==> config.mk <==
export PLATFORM = sky130hd
export DESIGN_NAME = scan_interval_timing
export DESIGN_NICKNAME = d
export VERILOG_FILES = /design/src/hw/scan_timing_pkg.sv /design/src/hw/scan_interval_timing.sv /design/src/hw/group_counter.sv
export SDC_FILE = /design/constraint.sdc
export NUM_CORES = 2
export LEC_CHECK = 0
export BUFFER_PORTS_ARGS = -buffer_cell sky130_fd_sc_hd__buf_2
export CORE_AREA = 8 8 420 422
export CTS_CLUSTER_SIZE = 30
export DETAILED_ROUTE_END_ITERATION = 16
export DIE_AREA = 0 0 428 430
export GPL_ROUTABILITY_DRIVEN = 0
export GPL_TIMING_DRIVEN = 0
export PLACE_DENSITY = 0.56
export SYNTH_ARGS = -nofsm -noshare
export SYNTH_HDL_FRONTEND = slang
export SYNTH_SLANG_ARGS = --single-unit
==> constraint.sdc <==
create_clock -name sys_clk_in -period 32.8 [get_ports sys_clk_in]
set_input_delay 3.28 -clock sys_clk_in [delete_from_list [all_inputs] [get_ports sys_clk_in]]
set_output_delay 3.28 -clock sys_clk_in [all_outputs]
set_load 0.02 [all_outputs]
==> src/hw/scan_timing_pkg.sv <==
// Purpose: shared constants and carrier types for the scan interval timing block
// Assumes: 100 MHz system clock
// Notes:   periods are held in nanoseconds, cycle counts derived from the clock rate
`default_nettype none
package scan_timing_pkg;
    // =====================================================================
    // clock and timing
    // =====================================================================
    localparam int unsigned CLK_PERIOD_NS       = 10;        // 100 MHz system clock
    localparam int unsigned GROUP_PERIOD_60HZ_NS = 16670000; // 16.67 ms per group unit
    localparam int unsigned GROUP_PERIOD_50HZ_NS = 20000000; // 20.00 ms per group unit
    localparam int unsigned SAMPLE_PERIOD_60HZ_NS = 520830;  // 0.52083 ms per sample
    localparam int unsigned SAMPLE_PERIOD_50HZ_NS = 625000;  // 0.62500 ms per sample
    localparam int unsigned GROUP_PERIOD_60HZ_CYC  = GROUP_PERIOD_60HZ_NS / CLK_PERIOD_NS;
    localparam int unsigned GROUP_PERIOD_50HZ_CYC  = GROUP_PERIOD_50HZ_NS / CLK_PERIOD_NS;
    localparam int unsigned SAMPLE_PERIOD_60HZ_CYC = SAMPLE_PERIOD_60HZ_NS / CLK_PERIOD_NS;
    localparam int unsigned SAMPLE_PERIOD_50HZ_CYC = SAMPLE_PERIOD_50HZ_NS / CLK_PERIOD_NS;

    // =====================================================================
    // computation constants and reset values
    // =====================================================================
    localparam int unsigned GROUP_SIZE        = 4;   // channels per aligned group
    localparam int unsigned GROUPS_PER_UNIT   = 4;   // groups per sixteen-channel unit
    localparam int unsigned SAMPLE_OVERHEAD   = 12;  // fixed samples added per channel
    localparam logic [7:0]  WEIGHT_RESET      = 8'h20; // default 32 samples per channel

    // =====================================================================
    // types
    // =====================================================================
    typedef enum logic [1:0] {
        CALC_IDLE  = 2'b00,
        CALC_COUNT = 2'b01,
        CALC_MUL   = 2'b11,
        CALC_DONE  = 2'b10
    } calc_state_t;

    // configuration as delivered by the command parser
    typedef struct packed {
        logic        line_50hz;    // 1: 50 Hz mains, 0: 60 Hz mains
        logic        sample_mode;  // 1: sample-based variant, 0: group-based
        logic [7:0]  weight;       // samples per channel
    } scan_cfg_t;

    // programmed intervals, in units of 100 ms; zero selects fast mode
    typedef struct packed {
        logic [21:0] normal;
        logic [21:0] acquisition;
    } scan_ivl_t;
endpackage
`default_nettype wire

==> src/hw/scan_interval_timing.sv <==
// Purpose: computes the fast-mode minimum scan interval and paces scans
// Assumes: configuration arrives from the command parser on the same clock
// Notes:   interval is produced in clock cycles; programmed intervals in 100 ms units
//
// Function
// group interval is ceil(groups/4) times period
// 60 Hz group period is 16.67 ms
// 50 Hz group period is 20.00 ms
// any configured channel marks group occupied
// sample interval is channels*(weight+12)*period
// 60 Hz sample period is 0.52083 ms
// 50 Hz sample period is 0.62500 ms
// weight defaults to 32 samples per channel
// sample interval uses channel count only
// all-zero programmed interval selects fast mode
// extremes, alarms, level refreshed every minimum interval
// line frequency sampled on configuration change
`default_nettype none
module scan_interval_timing #(
    parameter int unsigned CHANNELS       = 992,
    parameter int unsigned TENTH_CYCLES   = 10000000,  // cycles in 100 ms
    parameter int unsigned GROUP_60_CYC   = scan_timing_pkg::GROUP_PERIOD_60HZ_CYC,
    parameter int unsigned GROUP_50_CYC   = scan_timing_pkg::GROUP_PERIOD_50HZ_CYC,
    parameter int unsigned SAMPLE_60_CYC  = scan_timing_pkg::SAMPLE_PERIOD_60HZ_CYC,
    parameter int unsigned SAMPLE_50_CYC  = scan_timing_pkg::SAMPLE_PERIOD_50HZ_CYC
) (
    input  wire logic                    sys_clk_in,      // system clock
    input  wire logic                    reset_n_in,      // synchronous, active low
    input  wire logic [CHANNELS-1:0]     chan_map_in,     // one bit per configured channel
    input  wire logic                    cfg_load_in,     // pulse: configuration changed
    input  wire scan_timing_pkg::scan_cfg_t cfg_in,       // line, variant, weight
    input  wire logic                    weight_load_in,  // pulse: host sets weight
    input  wire scan_timing_pkg::scan_ivl_t ivl_in,       // programmed intervals
    input  wire logic                    acq_phase_in,    // 1: acquisition interval applies
    output logic [47:0]                  min_interval_out,// minimum interval, cycles
    output logic                         interval_valid_out, // interval computed
    output logic                         refresh_tick_out,// pulse each minimum interval
    output logic                         scan_tick_out    // pulse each scan start
);
    localparam int unsigned CW = $clog2(CHANNELS+1);

    // elaboration checks: counts above ten bits or zero periods cannot be served
    if (CHANNELS > 1023) begin : g_bad_channels
        $error("channel count too large");
    end
    if (TENTH_CYCLES == 0 || GROUP_60_CYC == 0 || GROUP_50_CYC == 0 ||
        SAMPLE_60_CYC == 0 || SAMPLE_50_CYC == 0) begin : g_bad_period
        $error("zero period");
    end

    // =====================================================================
    // configuration capture
    // =====================================================================
    logic        line_50hz;   // captured line selection
    logic        sample_mode; // captured variant selection
    logic [7:0]  weight;      // samples per channel
    logic        start_count; // kicks the group counter

    // line and variant latch only when the channel setup changes
    // start is delayed one cycle so the map and selections are settled
    always_ff @(posedge sys_clk_in) begin
        if (!reset_n_in) begin
            line_50hz   <= 1'b0;
            sample_mode <= 1'b0;
            start_count <= 1'b0;
        end else begin
            start_count <= cfg_load_in;
            if (cfg_load_in) begin
                line_50hz   <= cfg_in.line_50hz;
                sample_mode <= cfg_in.sample_mode;
            end
        end
    end

    // weight held at its default until the host programs another
    // a new weight applies from the next channel count onward
    always_ff @(posedge sys_clk_in) begin
        if (!reset_n_in) begin
            weight <= scan_timing_pkg::WEIGHT_RESET;
        end else if (weight_load_in) begin
            weight <= cfg_in.weight;
        end
    end

    // =====================================================================
    // group and channel counting
    // =====================================================================
    logic          count_done;  // counter finished
    logic [CW-1:0] group_count; // occupied_group_count
    logic [CW-1:0] chan_count;  // configured_channel_count

    group_counter #(.CHANNELS(CHANNELS)) u_count (
        .sys_clk_in      (sys_clk_in),
        .reset_n_in      (reset_n_in),
        .start_in        (start_count),
        .chan_map_in     (chan_map_in),
        .done_out        (count_done),
        .group_count_out (group_count),
        .chan_count_out  (chan_count)
    );

    // =====================================================================
    // interval computation
    // =====================================================================
    scan_timing_pkg::calc_state_t state; // computation state
    logic [23:0] units;   // multiplier: units or samples
    logic [47:0] product; // computed interval in cycles
    logic [31:0] period;  // selected period in cycles
    logic        drop_valid; // valid about to fall for a new computation

    // period picks between line frequencies for the active variant
    // uses the latched line choice, never the live input
    always_comb begin
        if (sample_mode)
            period = line_50hz ? 32'(SAMPLE_50_CYC) : 32'(SAMPLE_60_CYC);
        else
            period = line_50hz ? 32'(GROUP_50_CYC) : 32'(GROUP_60_CYC);
    end

    // sequence: wait for counts, form multiplier, multiply
    always_ff @(posedge sys_clk_in) begin
        if (!reset_n_in) begin
            state              <= scan_timing_pkg::CALC_IDLE;
            units              <= '0;
            product            <= '0;
            min_interval_out   <= '0;
            interval_valid_out <= 1'b0;
        end else begin
            case (state)
                scan_timing_pkg::CALC_IDLE: begin
                    // a load while busy starts nothing but still latches line and variant; the host waits for valid
                    if (start_count) begin
                        interval_valid_out <= 1'b0;
                        state              <= scan_timing_pkg::CALC_COUNT;
                    end
                end
                scan_timing_pkg::CALC_COUNT: begin
                    if (count_done) begin
                        if (sample_mode)
                            // count only, placement ignored
                            units <= 24'(chan_count) * (24'(weight) +
                                     24'(scan_timing_pkg::SAMPLE_OVERHEAD));
                        else
                            // ceiling of groups over four
                            units <= 24'((group_count +
                                     CW'(scan_timing_pkg::GROUPS_PER_UNIT - 1)) /
                                     CW'(scan_timing_pkg::GROUPS_PER_UNIT));
                        state <= scan_timing_pkg::CALC_MUL;
                    end
                end
                scan_timing_pkg::CALC_MUL: begin
                    // a cycle of its own keeps the wide product off the count path
                    product <= 48'(units) * 48'(period);
                    state   <= scan_timing_pkg::CALC_DONE;
                end
                scan_timing_pkg::CALC_DONE: begin
                    // a zero product leaves valid low, holding both tick counters idle
                    min_interval_out   <= product;
                    interval_valid_out <= (product != '0);
                    state              <= scan_timing_pkg::CALC_IDLE;
                end
                default: state <= scan_timing_pkg::CALC_IDLE;
            endcase
        end
    end

    // =====================================================================
    // minimum interval pacing
    // =====================================================================
    logic [47:0] min_cnt;  // cycles into current minimum interval
    logic        min_wrap; // minimum interval elapsed

    // wrap one cycle early so the registered tick lands on the boundary
    assign min_wrap = interval_valid_out && (min_cnt >= min_interval_out - 48'h1);

    // ticks stop as a recomputation starts, so no tick outlives valid
    assign drop_valid = start_count && (state == scan_timing_pkg::CALC_IDLE);

    // refresh tick for extremes, alarms and level event
    always_ff @(posedge sys_clk_in) begin
        if (!reset_n_in || !interval_valid_out || drop_valid) begin
            min_cnt          <= '0;
            refresh_tick_out <= 1'b0;
        end else begin
            refresh_tick_out <= min_wrap;
            min_cnt          <= min_wrap ? 48'h0 : min_cnt + 48'h1;
        end
    end

    // =====================================================================
    // programmed scan pacing
    // =====================================================================
    logic [21:0] prog_ivl;  // active programmed interval, 100 ms units
    logic [47:0] prog_cyc;  // programmed interval in cycles
    logic [47:0] scan_cnt;  // cycles since last scan
    logic        fast;      // fast mode active
    logic [47:0] target;    // effective scan period

    always_comb begin
        prog_ivl = acq_phase_in ? ivl_in.acquisition : ivl_in.normal;
        prog_cyc = 48'(prog_ivl) * 48'(TENTH_CYCLES);
        fast     = (prog_ivl == '0);
        // a programmed interval never beats the minimum
        target   = (fast || prog_cyc < min_interval_out) ? min_interval_out : prog_cyc;
    end

    // scan tick at the effective period
    // a shortened target fires at once, then runs at the new period
    always_ff @(posedge sys_clk_in) begin
        if (!reset_n_in || !interval_valid_out || drop_valid) begin
            scan_cnt      <= '0;
            scan_tick_out <= 1'b0;
        end else if (scan_cnt >= target - 48'h1) begin
            scan_cnt      <= '0;
            scan_tick_out <= 1'b1;
        end else begin
            scan_cnt      <= scan_cnt + 48'h1;
            scan_tick_out <= 1'b0;
        end
    end
endmodule // scan_interval_timing
`default_nettype wire

==> src/hw/group_counter.sv <==
// Purpose: counts occupied aligned channel groups and configured channels
// Assumes: channel map is stable while the walk is busy, from start until done
// Notes:   one group per clock, result valid with done pulse
`default_nettype none
module group_counter #(
    parameter int unsigned CHANNELS = 992
) (
    input  wire logic                  sys_clk_in,
    input  wire logic                  reset_n_in,
    input  wire logic                  start_in,
    input  wire logic [CHANNELS-1:0]   chan_map_in,
    output logic                       done_out,
    output logic [$clog2(CHANNELS+1)-1:0] group_count_out,
    output logic [$clog2(CHANNELS+1)-1:0] chan_count_out
);
    localparam int unsigned GROUPS = CHANNELS / scan_timing_pkg::GROUP_SIZE;
    localparam int unsigned CW     = $clog2(CHANNELS+1);
    localparam int unsigned IW     = $clog2(GROUPS+1);

    initial begin
        if (CHANNELS % scan_timing_pkg::GROUP_SIZE != 0) $error("channels not multiple of 4");
    end

    logic          busy;   // walking the groups
    logic [IW-1:0] idx;    // current group index
    logic [scan_timing_pkg::GROUP_SIZE-1:0] grp; // bits of current group
    logic [2:0]    ones;   // configured channels in current group

    // =====================================================================
    // group slice and popcount
    // =====================================================================
    always_comb begin
        grp  = chan_map_in[idx*scan_timing_pkg::GROUP_SIZE +: scan_timing_pkg::GROUP_SIZE];
        ones = 3'(grp[0]) + 3'(grp[1]) + 3'(grp[2]) + 3'(grp[3]);
    end

    // =====================================================================
    // walk, one group per cycle
    // =====================================================================
    always_ff @(posedge sys_clk_in) begin
        if (!reset_n_in) begin
            busy            <= 1'b0;
            idx             <= '0;
            done_out        <= 1'b0;
            group_count_out <= '0;
            chan_count_out  <= '0;
        end else begin
            done_out <= 1'b0;
            if (start_in && !busy) begin
                busy            <= 1'b1;
                idx             <= '0;
                group_count_out <= '0;
                chan_count_out  <= '0;
            end else if (busy) begin
                // any configured channel marks the group occupied
                if (|grp) group_count_out <= group_count_out + CW'(1);
                chan_count_out <= chan_count_out + CW'(ones);
                if (idx == IW'(GROUPS-1)) begin
                    busy     <= 1'b0;
                    done_out <= 1'b1;
                end else begin
                    idx <= idx + IW'(1);
                end
            end
        end
    end
endmodule // group_counter
`default_nettype wire

==> impl_metrics.yaml <==
clock_tree:
  cts.sinks: 247
  post_cts_buffers: 0
  tritoncts: "built"
  cts_hold_buf: 0
  cts.repair.resized: 0
  root_buf_cell: "clkbuf_16"
  ctsLongestPathBuffers: 3
  post_cts_clock_slew_at_the_launch_and_capture_registers_of_the_worst_setup_and_hold_paths_ns: 0.06
  cts-buffers-inserted: 31
  cts.htree.levels: 1
  clk_latency_ns: 0.63
global_route:
  antenna_violations_before_repair: 77
  first_global_vias: 45100
  grt_overflow_total: 0
  grt_max_degree: 17
  gr-usage-all-layers_pct: 24.5
  first_pass_grt_wire_length_mm: 327
timing:
  post-route-period-util_pct: 60.2
  timing_worst_slew_pin_value_ns: 1.73
  grt_setup_unrepaired: "no"
  report.final.setup_viol: 0
  finalSetupTns_ns: 0
  final_critical_path_setup_slack_ns: 13.07
  finalCriticalPeriod_ns: 19.73
  fmaxAchievable_mhz: 50.7
  hold_violations_final: 0
  slew_viol_final: 22
  clock_skew_ns: 0.0220
  slew_headroom_pct: -15.5
logic_synthesis:
  synth.cell_area_um2: 46500
  most_common_cell_in_the_netlist: "inv_1"
  ys_ff_latch: 247
  yosys-top-cells-count: "inv_1 (864), ha_1 (548), fa_1 (484)"
  ys_seq_area_share_pct: 10.6
  number_of_cells_produced_by_synthesis: 4954
  yosys-top-cells-area: "fa_1 (21%), mux4_2 (15%), ha_1 (15%)"
  synth_async_sr_flop_share_pct: 0
  synth_top_area_share_pct: 20.9
  synth-warning-count: 0
  synth_ff_type: "dfxtp_1"
  synthDistinctLibCells: 83
  yosysTopAreaCell: "fa_1"
  synth_enable_flop_cells: 0
  syn-mean-instance-area_um2: 9.38
detailed_routing:
  drtIter0Drc: 3412
  vias_per_cell: 5.11
  dr_vias: 43000
  drc_violation_count_after_routing: 0
  drt.antenna.violating_nets: 0
  wire_per_inst_um: 27.7
  postRouteWirelength_mm: 233
  detailedRoute.firstPassIterationCount: 6
hold_path:
  hold_class: "flip-flop to flip-flop"
pwr:
  power_dens_cells_nw_per_um2: 71.6
  cellLeakagePower_uw: 0.0272
  max-vdd-ir-drop_v: 0.000117
job:
  maxcap_viol_count: 2
setup_path:
  critPathRequiredTime_ns: 33.35
  slowest_delay_ns: 0.85
  setup.worst_path.end_class: "flip-flop"
  critPathSlowestCell: "nor4_1"
  worstPathMaxFanout: 10
  worstPathArrival_ns: 20.28
  most_frequent_cell_on_the_critical_path: "ha_1"
  criticalPathCategory: "primary input to flip-flop"
  crit_path_start_kind: "primary input"
  worst-r2r-setup-slack_ns: 21.98
place:
  place_worst_setup_slack_ns: 12.50
  buffer_ports.inserted: 1094
  hpwlAfterDp_mm: 205
status:
  violations: "max-capacitance violations, max-slew violations"
  run_status: "finished, violations left"
final_layout:
  nets: 8173
  fraction_of_final_layout_cells_sized_beyond_drive_strength_1_pct: 25.7
  flow.area_growth_from_synthesis_pct: 20.7
  layout.filler_cells: 17800
floorplanning:
  num_rows: 152
  die_height_um: 430
  boundaryPins: 1102
  floorplan.initialDensity_pct: 27.3
  fp.coreArea_um2: 170000
  fp.dieArea_um2: 184000
  die_w_um: 428
==> cells by family after synthesis <==
| group | Yosys count | share of synthesized area, % |
|---|---|---|
| xor gates and xnor gates | 281 | 5.30 |
| and+or+nand+nor | 1345 | 14.2 |
| other | 1 | 0.00807 |
| adders and majority gates | 1032 | 35.6 |
| AOI/OAI and AO/OA | 540 | 7.80 |
| buffers and inverters | 1089 | 9.09 |
| DFF | 247 | 10.6 |
| muxes | 419 | 17.4 |
==> flip-flops by register name, indices dropped and copies added (netlist names) <==
name                     count
state                        2
scan_tick_out                1
product                     43
u_count.idx                  8
line_50hz                    1
refresh_tick_out             1
u_count.done_out             1
interval_valid_out           1
sample_mode                  1
start_count                  1
u_count.group_count_out     10
scan_cnt                    48
weight                       8
u_count.chan_count_out      10
min_cnt                     48
units                       19
min_interval_out            43
u_count.busy                 1
==> cell usage in the layout, fill, tap and decap left out, types with 19 or more instances in the layout <==
master     count
o21a_1        20
and2_1       109
nand2_1      423
diode_2       66
nor2_1       264
nor3_1        73
a21o_1        81
a21boi_0      66
a21oi_1      110
inv_1        864
nand3_1      102
mux4_2       309
o21ai_0      103
clkbuf_16     31
clkbuf_1     144
nor2b_1      112
fa_1         484
mux2i_1       91
or3_1         19
dfxtp_1      247
xor2_1       117
nand2b_1      48
ha_1         548
xnor2_1      164
buf_2       1137
and3_1        42
nor4_1        41
nand4_1       63
==> power breakdown <==
| group | internal [uW] | total (uW) | switching [uW] |
|---|---|---|---|
| clock | 206 | 358 | 151 |
| sequential | 302 | 304 | 2.15 |
| combinational | 1310 | 3350 | 2040 |
==> final cells by class <==
type	instances	area, um^2	share of cell area [%]
Antenna cell	66	165	0.295
Buffer	224	991	1.77
Clock buffer	39	846	1.51
Clock inverter	18	193	0.344
Inverter	865	3250	5.79
Multi-Input combinational cell	3622	37300	66.6
Sequential cell	247	4940	8.82
Tap cell	2233	2790	4.98
Timing Repair Buffer	1099	5570	9.93
==> stage by stage <==
step | hold WS (ns) | instance area (um^2) | instances | power [uW] | util [%]
2_1_floorplan | 0.441 | 46500 | 4958 | 2670 | -
3_3_place_gp | 0.464 | 54800 | 8285 | 3510 | 32.2
3_5_place_dp | 0.474 | 54900 | 8290 | 3580 | 32.2
4_1_cts | 0.458 | 55900 | 8347 | 3970 | 32.8
5_1_grt | 0.488 | 56000 | 8382 | 4400 | 32.9
6_report | 0.476 | 56100 | 8413 | 4010 | 32.9
==> per-layer routing <==
layer | GRT usage (%) | share of wire [%]
met4 | 12.5 | 6.4
met5 | 0.884 | 0.20
met3 | 9.51 | 9.4
met2 | 39.1 | 45
met1 | 28.5 | 39
==> worst max-delay path: cells and delay by family <==
family / cells / cell delay [ns]
AO/OA/AOI/OAI: 15 / 4.95
adder cells (fa/ha/maj): 10 / 3.95
AND/OR/NAND/NOR: 15 / 3.66
buffers and inverters: 14 / 3.46
multiplexers: 2 / 0.78
XOR/XNOR: 1 / 0.17
==> final timing paths <==
check / from / to / cells past startpoint
worst min register to register: product[11] / min_interval_out[11] / 2
worst max register to register: min_interval_out[16] / scan_cnt[41] / 37
worst min-delay path: product[11] / min_interval_out[11] / 2
worst max-delay path: acq_phase_in / scan_cnt[41] / 57
Note: power is estimated with default switching activity, not from simulation.
